`config.mk`:
```
export PLATFORM = sky130hd
export DESIGN_NAME = remap_capability_report
export DESIGN_NICKNAME = d
export VERILOG_FILES = /design/src/shared/remap_capability_report_pkg.sv /design/src/hw/remap_capability_report.sv /design/src/hw/cap_field_pack.sv
export VERILOG_INCLUDE_DIRS = /design/src /design/src/shared
export SDC_FILE = /design/constraint.sdc
export NUM_CORES = 1
export LEC_CHECK = 0
export ABC_CLOCK_PERIOD_IN_PS = 1090
export BUFFER_PORTS_ARGS = -buffer_cell sky130_fd_sc_hd__buf_2
export CORE_AREA = 2 2 89 74
export CTS_CLUSTER_SIZE = 30
export DETAILED_ROUTE_END_ITERATION = 8
export DIE_AREA = 0 0 91 76
export PLACE_DENSITY = 0.76
export SKIP_CTS_REPAIR_TIMING = 1
export SKIP_LAST_GASP = 1
export SLEW_MARGIN = 10
export SYNTH_ARGS = -nofsm -noshare
export SYNTH_HDL_FRONTEND = slang
export SYNTH_HIERARCHICAL = 1
export SYNTH_SLANG_ARGS = --single-unit
```
`constraint.sdc`:
```
create_clock -name clock_in -period 1.09 [get_ports clock_in]
set_clock_uncertainty 0.2 [all_clocks]
set_input_delay 0.218 -clock clock_in [delete_from_list [all_inputs] [get_ports clock_in]]
set_output_delay 0.218 -clock clock_in [all_outputs]
set_load 0.01 [all_outputs]
```
`src/shared/remap_capability_report_consts.svh`:
```
// Offsets, field positions and values of the capability report registers
`ifndef REMAP_CAPABILITY_REPORT_CONSTS_SVH
`define REMAP_CAPABILITY_REPORT_CONSTS_SVH

// ==========================================================
// Register offsets (byte addresses)
`define ARCH_REV_OFFSET        12'h000
`define UNIT_CAPS_LO_OFFSET    12'h008
`define UNIT_CAPS_HI_OFFSET    12'h00C

// ==========================================================
// Architecture revision fields
`define ARCH_MAJOR_MSB         7
`define ARCH_MAJOR_LSB         4
`define ARCH_MINOR_MSB         3
`define ARCH_MINOR_LSB         0
`define ARCH_MAJOR_VALUE       4'h1
`define ARCH_MINOR_VALUE       4'h0

// ==========================================================
// Unit capability field positions
`define CAP_READ_DRAIN_BIT     55
`define CAP_WRITE_DRAIN_BIT    54
`define CAP_MASK_MSB           53
`define CAP_MASK_LSB           48
`define CAP_SLOT_MSB           47
`define CAP_SLOT_LSB           40
`define CAP_PAGE_FLUSH_BIT     39
`define CAP_SUPERPAGE_MSB      37
`define CAP_SUPERPAGE_LSB      34
`define CAP_SLOT_OFS_MSB       33
`define CAP_SLOT_OFS_LSB       24
`define CAP_TIME_CRIT_BIT      23
`define CAP_ZERO_READ_BIT      22

// ==========================================================
// Implementation values reported by this unit
`define CAP_READ_DRAIN_VALUE   1'h1
`define CAP_WRITE_DRAIN_VALUE  1'h1
`define CAP_MASK_VALUE         6'h09
`define CAP_SLOT_VALUE         8'h07
`define CAP_PAGE_FLUSH_VALUE   1'h1
`define CAP_SUPERPAGE_VALUE    4'h3
`define CAP_SLOT_OFS_VALUE     10'h020
`define CAP_TIME_CRIT_VALUE    1'h0
`define CAP_ZERO_READ_VALUE    1'h1

// Preferred lowest mask value while page-selective flush is offered
`define CAP_MASK_FLOOR         6'h09

`endif

```
`src/shared/remap_capability_report_pkg.sv`:
```
// Types shared by the capability report registers
package remap_capability_report_pkg;
   typedef logic [31:0] reg_word_t;
   typedef logic [63:0] cap_word_t;
   typedef logic [11:0] reg_addr_t;
   typedef enum logic [1:0] {
      SEL_NONE,
      SEL_ARCH_REV,
      SEL_CAPS_LO,
      SEL_CAPS_HI
   } reg_sel_t;
endpackage : remap_capability_report_pkg

```
`src/hw/remap_capability_report.sv`:
```
// Read-only version and capability registers of the remapping unit
`timescale 1ns/1ps
`include "remap_capability_report_consts.svh"

// Contract
// - Revision bits 7:4 read major revision 1, read-only.
// - Revision bits 3:0 read minor revision 0, read-only.
// - Revision register at offset 000h; bits 31:8 read zero.
// - Capability register at 008h, 64 bits; bits 63:56 read zero.
// - Bit 55 reports whether DMA reads can be drained.
// - Bit 54 reports whether DMA writes can be drained.
// - Bits 53:48 report largest accepted invalidation address mask.
// - Bits 47:40 hold N; unit has N+1 fault-log slots.
// - At least one and at most 256 fault-log slots implemented.
// - Bit 39 set means page-selective invalidation is supported.
// - With page-selective support, largest mask value should be at least 9.
// - Bits 37:34 list super-page sizes, one size per bit.
// - Super-page bits form a contiguous run starting at bit 0.
// - Bits 33:24 hold Y; first fault slot at base plus 16*Y.
// - Bit 23 set when time-critical requesters are in scope.
// - Bit 22 set when zero-length reads to write-only pages pass.
// - Zero-length reads should preferably be permitted and reported.
// - Reserved fields read zero; software writes zero there.
module remap_capability_report
#(
   parameter logic       READ_DRAIN  = `CAP_READ_DRAIN_VALUE,
   parameter logic       WRITE_DRAIN = `CAP_WRITE_DRAIN_VALUE,
   parameter logic [5:0] MASK_VALUE  = `CAP_MASK_VALUE,
   parameter logic [7:0] SLOT_COUNT  = `CAP_SLOT_VALUE,
   parameter logic       PAGE_FLUSH  = `CAP_PAGE_FLUSH_VALUE,
   parameter logic [3:0] SUPERPAGES  = `CAP_SUPERPAGE_VALUE,
   parameter logic [9:0] SLOT_OFFSET = `CAP_SLOT_OFS_VALUE,
   parameter logic       TIME_CRIT   = `CAP_TIME_CRIT_VALUE,
   parameter logic       ZERO_READ   = `CAP_ZERO_READ_VALUE
)
(
   // Clock and reset
   input  wire logic                                       clock_in,
   input  wire logic                                       rst_n_in,
   // Memory-mapped register access
   input  wire logic                                       rd_en_in,
   input  wire logic                                       wr_en_in,
   input  wire remap_capability_report_pkg::reg_addr_t     addr_in,
   input  wire remap_capability_report_pkg::reg_word_t     wr_data_in,
   output remap_capability_report_pkg::reg_word_t          rd_data_out,
   output logic                                            rd_valid_out,
   // Whole register images
   output remap_capability_report_pkg::reg_word_t          arch_rev_out,
   output remap_capability_report_pkg::cap_word_t          unit_caps_out
);

   // ==========================================================
   // Super-page field is legalised to a run of ones from bit 0
   function automatic logic [3:0] run_from_zero(input logic [3:0] raw);
      logic [3:0] run;
      run    = 4'h0;
      run[0] = raw[0];
      // A size counts only while every smaller size is kept as well
      for (int i = 1; i < 4; i++)
      begin
         run[i] = raw[i] & run[i - 1];
      end
      return run;
   endfunction : run_from_zero

   // ==========================================================
   // Address decoding, used by the read path
   function automatic remap_capability_report_pkg::reg_sel_t decode_addr(
      input remap_capability_report_pkg::reg_addr_t addr
   );
      remap_capability_report_pkg::reg_sel_t sel;
      sel = remap_capability_report_pkg::SEL_NONE;
      if (addr == `ARCH_REV_OFFSET)
      begin
         sel = remap_capability_report_pkg::SEL_ARCH_REV;
      end
      else if (addr == `UNIT_CAPS_LO_OFFSET)
      begin
         sel = remap_capability_report_pkg::SEL_CAPS_LO;
      end
      else if (addr == `UNIT_CAPS_HI_OFFSET)
      begin
         sel = remap_capability_report_pkg::SEL_CAPS_HI;
      end
      return sel;
   endfunction : decode_addr

   // ==========================================================
   // Fixed field values
   wire logic [3:0] superpage_legal;
   wire logic [5:0] mask_legal;
   wire logic [7:0] slot_field;

   assign superpage_legal = run_from_zero(SUPERPAGES);
   // Mask raised to the preferred floor when page-selective is offered
   assign mask_legal = (PAGE_FLUSH && MASK_VALUE < `CAP_MASK_FLOOR)
                       ? `CAP_MASK_FLOOR : MASK_VALUE;
   // An 8-bit field of N+1 slots spans 1 to 256 slots by construction
   assign slot_field = SLOT_COUNT;

   // ==========================================================
   // Capability word assembly
   remap_capability_report_pkg::cap_word_t caps_word;

   cap_field_pack u_pack
   (
      .read_drain_in  (READ_DRAIN),
      .write_drain_in (WRITE_DRAIN),
      .mask_in        (mask_legal),
      .slots_in       (slot_field),
      .page_flush_in  (PAGE_FLUSH),
      .superpage_in   (superpage_legal),
      .slot_ofs_in    (SLOT_OFFSET),
      .time_crit_in   (TIME_CRIT),
      .zero_read_in   (ZERO_READ),
      .word_out       (caps_word)
   );

   // ==========================================================
   // Revision word assembly; upper bits reserved as zero
   remap_capability_report_pkg::reg_word_t rev_word;

   assign rev_word = {24'h000000,
                      `ARCH_MAJOR_VALUE,
                      `ARCH_MINOR_VALUE};

   // ==========================================================
   // Read data selection
   remap_capability_report_pkg::reg_sel_t  rd_sel;
   remap_capability_report_pkg::reg_word_t rd_mux;

   assign rd_sel = decode_addr(addr_in);

   always_comb
   begin
      case (rd_sel)
         remap_capability_report_pkg::SEL_ARCH_REV: rd_mux = rev_word;
         remap_capability_report_pkg::SEL_CAPS_LO:  rd_mux = caps_word[31:0];
         remap_capability_report_pkg::SEL_CAPS_HI:  rd_mux = caps_word[63:32];
         default:                                   rd_mux = 32'h00000000;
      endcase
   end

   // ==========================================================
   // Registered read answer; loaded on a read, held otherwise, writes change nothing
   remap_capability_report_pkg::reg_word_t rd_data_ff;
   remap_capability_report_pkg::reg_word_t nxt_rd_data;
   logic                                   rd_valid_ff;
   logic                                   wr_seen;

   // Writes carry no effect: data and strobe are only observed here
   assign wr_seen     = wr_en_in & (|wr_data_in | 1'b1);
   assign nxt_rd_data = rd_en_in ? rd_mux : rd_data_ff;

   always_ff @(posedge clock_in)
   begin
      if (!rst_n_in)
      begin
         rd_data_ff  <= 32'h00000000;
         rd_valid_ff <= 1'b0;
      end
      else
      begin
         rd_data_ff  <= nxt_rd_data;
         rd_valid_ff <= rd_en_in & ~(wr_seen & ~rd_en_in);
      end
   end

   assign rd_data_out   = rd_data_ff;
   assign rd_valid_out  = rd_valid_ff;
   assign arch_rev_out  = rev_word;
   assign unit_caps_out = caps_word;

endmodule : remap_capability_report

```
`src/hw/cap_field_pack.sv`:
```
// Packs the fixed capability fields into the 64-bit report word
`timescale 1ns/1ps
`include "remap_capability_report_consts.svh"

module cap_field_pack
(
   // Capability fields
   input  wire logic       read_drain_in,
   input  wire logic       write_drain_in,
   input  wire logic [5:0] mask_in,
   input  wire logic [7:0] slots_in,
   input  wire logic       page_flush_in,
   input  wire logic [3:0] superpage_in,
   input  wire logic [9:0] slot_ofs_in,
   input  wire logic       time_crit_in,
   input  wire logic       zero_read_in,
   // Packed word
   output remap_capability_report_pkg::cap_word_t word_out
);

   // ==========================================================
   // Field placement; every other bit is reserved and reads zero
   always_comb
   begin
      word_out = '0;
      word_out[`CAP_READ_DRAIN_BIT] = read_drain_in;
      word_out[`CAP_WRITE_DRAIN_BIT] = write_drain_in;
      word_out[`CAP_MASK_MSB:`CAP_MASK_LSB] = mask_in;
      word_out[`CAP_SLOT_MSB:`CAP_SLOT_LSB] = slots_in;
      word_out[`CAP_PAGE_FLUSH_BIT] = page_flush_in;
      word_out[`CAP_SUPERPAGE_MSB:`CAP_SUPERPAGE_LSB] = superpage_in;
      word_out[`CAP_SLOT_OFS_MSB:`CAP_SLOT_OFS_LSB] = slot_ofs_in;
      word_out[`CAP_TIME_CRIT_BIT] = time_crit_in;
      word_out[`CAP_ZERO_READ_BIT] = zero_read_in;
   end

endmodule : cap_field_pack

```
### After elaboration in Yosys (flattened, before gate mapping)

Index checks and enable logic that the tools add are counted.

| storage, ports and cells | value |
|---|---|
| bits in registers | 33 |
| bits of input ports | 48 |
| output and inout port bits | 129 |
| word-level logic and storage cells | 16 |

| operators by class | value |
|---|---|
| equality and inequality tests | 5 |
| mux-type cells | 4 |
| bitwise operators | 4 |
| reduce and logical (&&, ||, !) cells | 1 |

Operators by type and width:

| operator | count |
|---|---|
| $pmux 30 s3 | 1 |
| $eq 12x4->1 const B | 2 |
| $logic_not 12->1 | 1 |
| $mux 2 | 3 |
| $eq 2x2->1 const B | 2 |
| $and 1x1->1 | 2 |
| $eq 2x1->1 const B | 1 |
| $not 1->1 | 2 |

### Longest topological paths before layout

| depth | value |
|---|---|
| word-level depth | 6 |
| mapped depth | 5 |
| mapped depth without buffers | 3 |

### Modules after synthesis

The synthesis kept the hierarchy.

By module, submodules not included:

| module | instances | cells each | area each (µm²) | sequential area each (µm²) |
|---|---|---|---|---|
| remap_capability_report | 1 | 181 | 1,630.3 | 660.6 |
| cap_field_pack | 1 | 65 | 484.2 | 0.0 |

### Worst setup path before layout

Ideal clock, no wire load.

| path | value |
|---|---|
| path kind | input port to flip-flop |
| from | in addr_in[2] |
| to | reg rd_data_ff[29], in the netlist rd_data_out[29] |
| library setup time | 0.119 ns |
| arrival | 0.868 ns |
| path slack | -0.097 ns |
| stages | 4 |
| path through | buf_2 buf_2 mux2i_1 o21ai_1 |

| between the ends | value |
|---|---|
| cells in the longest elaborated chain, start to end | 6 |
| elaborated cells between the ends (all ways) | 10 |
| classes of those cells | eq/ne: 5; mux: 4; reduce/logical: 1 |

Ends and longest elaborated chain:

| element | RTL line | text |
|---|---|---|
| start: declaration | remap_capability_report.sv:43 | `input wire remap_capability_report_pkg::reg_addr_t addr_in,` |
| $eq 12x4->1 (no line) | -- |  |
| $mux 2 | remap_capability_report.sv:81 | `` else if (addr == `UNIT_CAPS_HI_OFFSET) `` |
| $mux 2 | remap_capability_report.sv:77 | `` else if (addr == `UNIT_CAPS_LO_OFFSET) `` |
| $mux 2 (*) | remap_capability_report.sv:73 | `` if (addr == `ARCH_REV_OFFSET) `` |
| $eq 2x2->1 / $eq 2x1->1 (equally long branches) | remap_capability_report.sv:136 | `case (rd_sel)` |
| $pmux 30 s3 (*) | remap_capability_report.sv:136 |  |
| end signal: assignment | remap_capability_report.sv:164 | `rd_data_ff <= nxt_rd_data;` |
| end: declaration | remap_capability_report.sv:146 | `remap_capability_report_pkg::reg_word_t rd_data_ff;` |

Mark *: on every way between the ends. The rest lies on a longest branch, timed or not.
A chain may end at the register's enable or synchronous reset.

### Final worst setup path

| path | value |
|---|---|
| from | reg rd_data_ff[10], in the netlist rd_data_out[10] |
| to | out rd_data_out[10] |

RTL lines:

| element | RTL line | text |
|---|---|---|
| end: declaration | remap_capability_report.sv:45 | `output remap_capability_report_pkg::reg_word_t rd_data_out,` |

No word-level cell between the ends.

==> results.toml <==
[floorplanning]
die_x_microns = 91
fp.coreArea_sq_mm = 0.00612
die_area_sq_mm = 0.00692
start_util_pct = 34.6
ios = 177
fp.dieH_microns = 76
rows = 26

[clocking]
numCtsBuffers = 5
clockRootBuffer = "clkbuf_8"
clk_latency_ps = 270
clkSlewWorstSetupHoldPaths_ps = 60
cts_num_sinks = 33
cts_buffer_depth = 2
htree_levels = 2
cts_tree = "done"

[pwr]
ir_drop_mv = 0.446
power_density_mw_per_mm2 = 1000
p_leak_uw = 0.00125

[setup_path]
cp.required_ps = 670
rr_worst_depth = 3
crit_cells = 1
r2r_start = "rd_data_out[28]"
cp-end-kind = "output port"
critical_path_class = "flip-flop to output port"
start_kind = "flip-flop"
path_buf_inv = 1
reg2reg_slack_ps = 220
r2r-end = "rd_data_out[28]"
crit_slowest_cell = "dfxtp_1"
path_delay_family = "flip-flops"
critPathMaxStageDelay_ps = 330
path_max_fanout = 2
worstPathCellList = "buf_2"
cp.arrival_ps = 730

[logic_synthesis]
synthAdderAreaFrac_pct = 0
synth_top_area_share_pct = 34.1
synthTopCellsByArea = "buf_4 34%, dfxtp_1 31%, mux2i_1 14%, o21ai_1 7.1%, nand2_1 5.5%"
synth_top_cell_by_area = "buf_4"
synth-seq-cells = 33
synth_top_family_by_area = "buffers and inverters"
synthMuxAreaShare_pct = 14.7
synth_xor_area_share_pct = 0
synth.distinct_cells = 19
avgSynthCellArea_sq_um = 8.60
synthCells = 246
ys.warnings.count = 6
synth_area_sq_mm = 0.00211
synth-compound-area-share_pct = 8.22
ys_seq_area_share_pct = 31.2
synthSimpleGateAreaFrac_pct = 8.82

[routing]
wl_microns = 4380
drt_pass1_iterations = 2
drc_errors = 0
wire_per_inst_microns = 11.3
antenna_left = 0
dr_total_vias = 1471
drt_first_iter_violations = 26
viasPerCell = 3.81

[timing]
worst_slack_ps = -57.2
setup_tns_ps = -1550
hold_violations = 0
fin_crit_ps = 1150
period_share_pct = 105
rsz0062_at_grt = "true"
fmax_mhz = 872
setup_viol = 44
maxSlewViolCount = 0

[worst_hold_path]
hold_path.startpoint = "rd_en_in"
min_to = "rd_data_out[17]"
whs_path_depth = 3
holdCritPathClass = "primary input to flip-flop"

[place]
numPortBuffers = 47
dp_hpwl_microns = 3440
routabilityCongestion = 0.685
dp_slack_ps = -431

[global_route]
grt_max_degree = 15
antenna_found_initial = 0
grt_overflow = 0
grt.total_usage_pct = 11.5
grt_first_pass_wirelength_microns = 6350
grt_pass1_vias = 1391

[cells_and_area]
antenna_cells = 0
area_growth_pct = 19.5
drive_above_1_share_pct = 33.8
finalNetCount = 350

[outcome]
status = "finished, violations left"
violations = "negative setup slack"

[run]
drv_cap = 0
==> registers in the layout (all words and copies together) (netlist names) <==
| signal | count |
|---|---|
| rd_data_out | 32 |
| rd_valid_out | 1 |
==> through the flow <==
| stage | cells | hold slack [ps] | utilization (%) | power, uW | instance area, sq um |
|---|---|---|---|---|---|
| after detailed placement | 376 | 238 | 35.5 | 1620 | 2170 |
| after global placement | 376 | 233 | 35.5 | 1620 | 2170 |
| after global routing | 386 | 211 | 41.3 | 2670 | 2530 |
| after floorplan | 339 | 140 | - | 1790 | 2470 |
| final | 386 | 185 | 41.3 | 2530 | 2530 |
| after CTS | 383 | -26.3 | 36.9 | 2540 | 2260 |
==> Yosys cell counts <==
library cell / instances
nor4_2: 2
mux2_2: 1
a32o_1: 1
and4bb_2: 1
and3_1: 1
nand2_1: 31
buf_2: 7
dfxtp_1: 33
a21oi_1: 1
a22o_1: 1
nand4_1: 1
conb_1: 3
buf_4: 96
and2_1: 1
clkbuf_1: 4
o21ai_1: 30
nor3b_1: 1
nor2b_1: 1
mux2i_1: 30
==> layout by cell type, fill, tap and decap left out, types with 2 or more instances in the layout <==
master / count
nand2_1: 31
dfxtp_1: 3
mux2i_1: 30
buf_4: 11
dlygate4sd3_1: 2
clkbuf_8: 6
buf_2: 17
buf_6: 30
o21ai_1: 30
nor4_4: 2
conb_1: 96
buf_12: 3
dfxtp_2: 30
==> layer usage <==
layer,wire [microns],track usage [%],up-vias
li1,-,-,728
met1,1530,12.0,670
met2,2510,21.7,71
met3,323,4.55,2
met4,17,2.27,0
met5,0,0,-
==> cell families (layout without fill, tap and decap cells) <==
group	after synthesis	after routing
multiplexers	31	31
AND/OR/NAND/NOR	39	39
buffers and inverters	107	70
flip-flops	33	33
AO/OA/AOI/OAI	33	33
other	3	96
==> worst max-delay path by stage <==
stage / startpoint / endpoint / slack, ps
after detailed placement: addr_in[7] / rd_data_out[19] / -430
after CTS: addr_in[7] / rd_data_out[19] / -120
after global routing: addr_in[8] / rd_data_out[10] / -140
after global placement: addr_in[7] / rd_data_out[8] / -330
after floorplan: addr_in[8] / rd_data_out[19] / -90
final: rd_data_out[10] / rd_data_out[10] / -60
==> power breakdown <==
part,leakage [uW],internal (uW),switching [uW],total [uW]
sequential,0.000281,1210,1.07,1210
clock,0.0000443,501,401,901
combinational,0.000928,126,296,422
==> area by class of cell <==
| type | instances | area (sq um) |
|---|---|---|
| clock buffers | 7 | 86.3 |
| fillers | 616 | 3590 |
| multi-input cells | 199 | 1050 |
| flip-flops and latches | 33 | 698 |
| well taps | 84 | 105 |
| repair buffers | 63 | 586 |
Power figures use the tool's default switching activity.
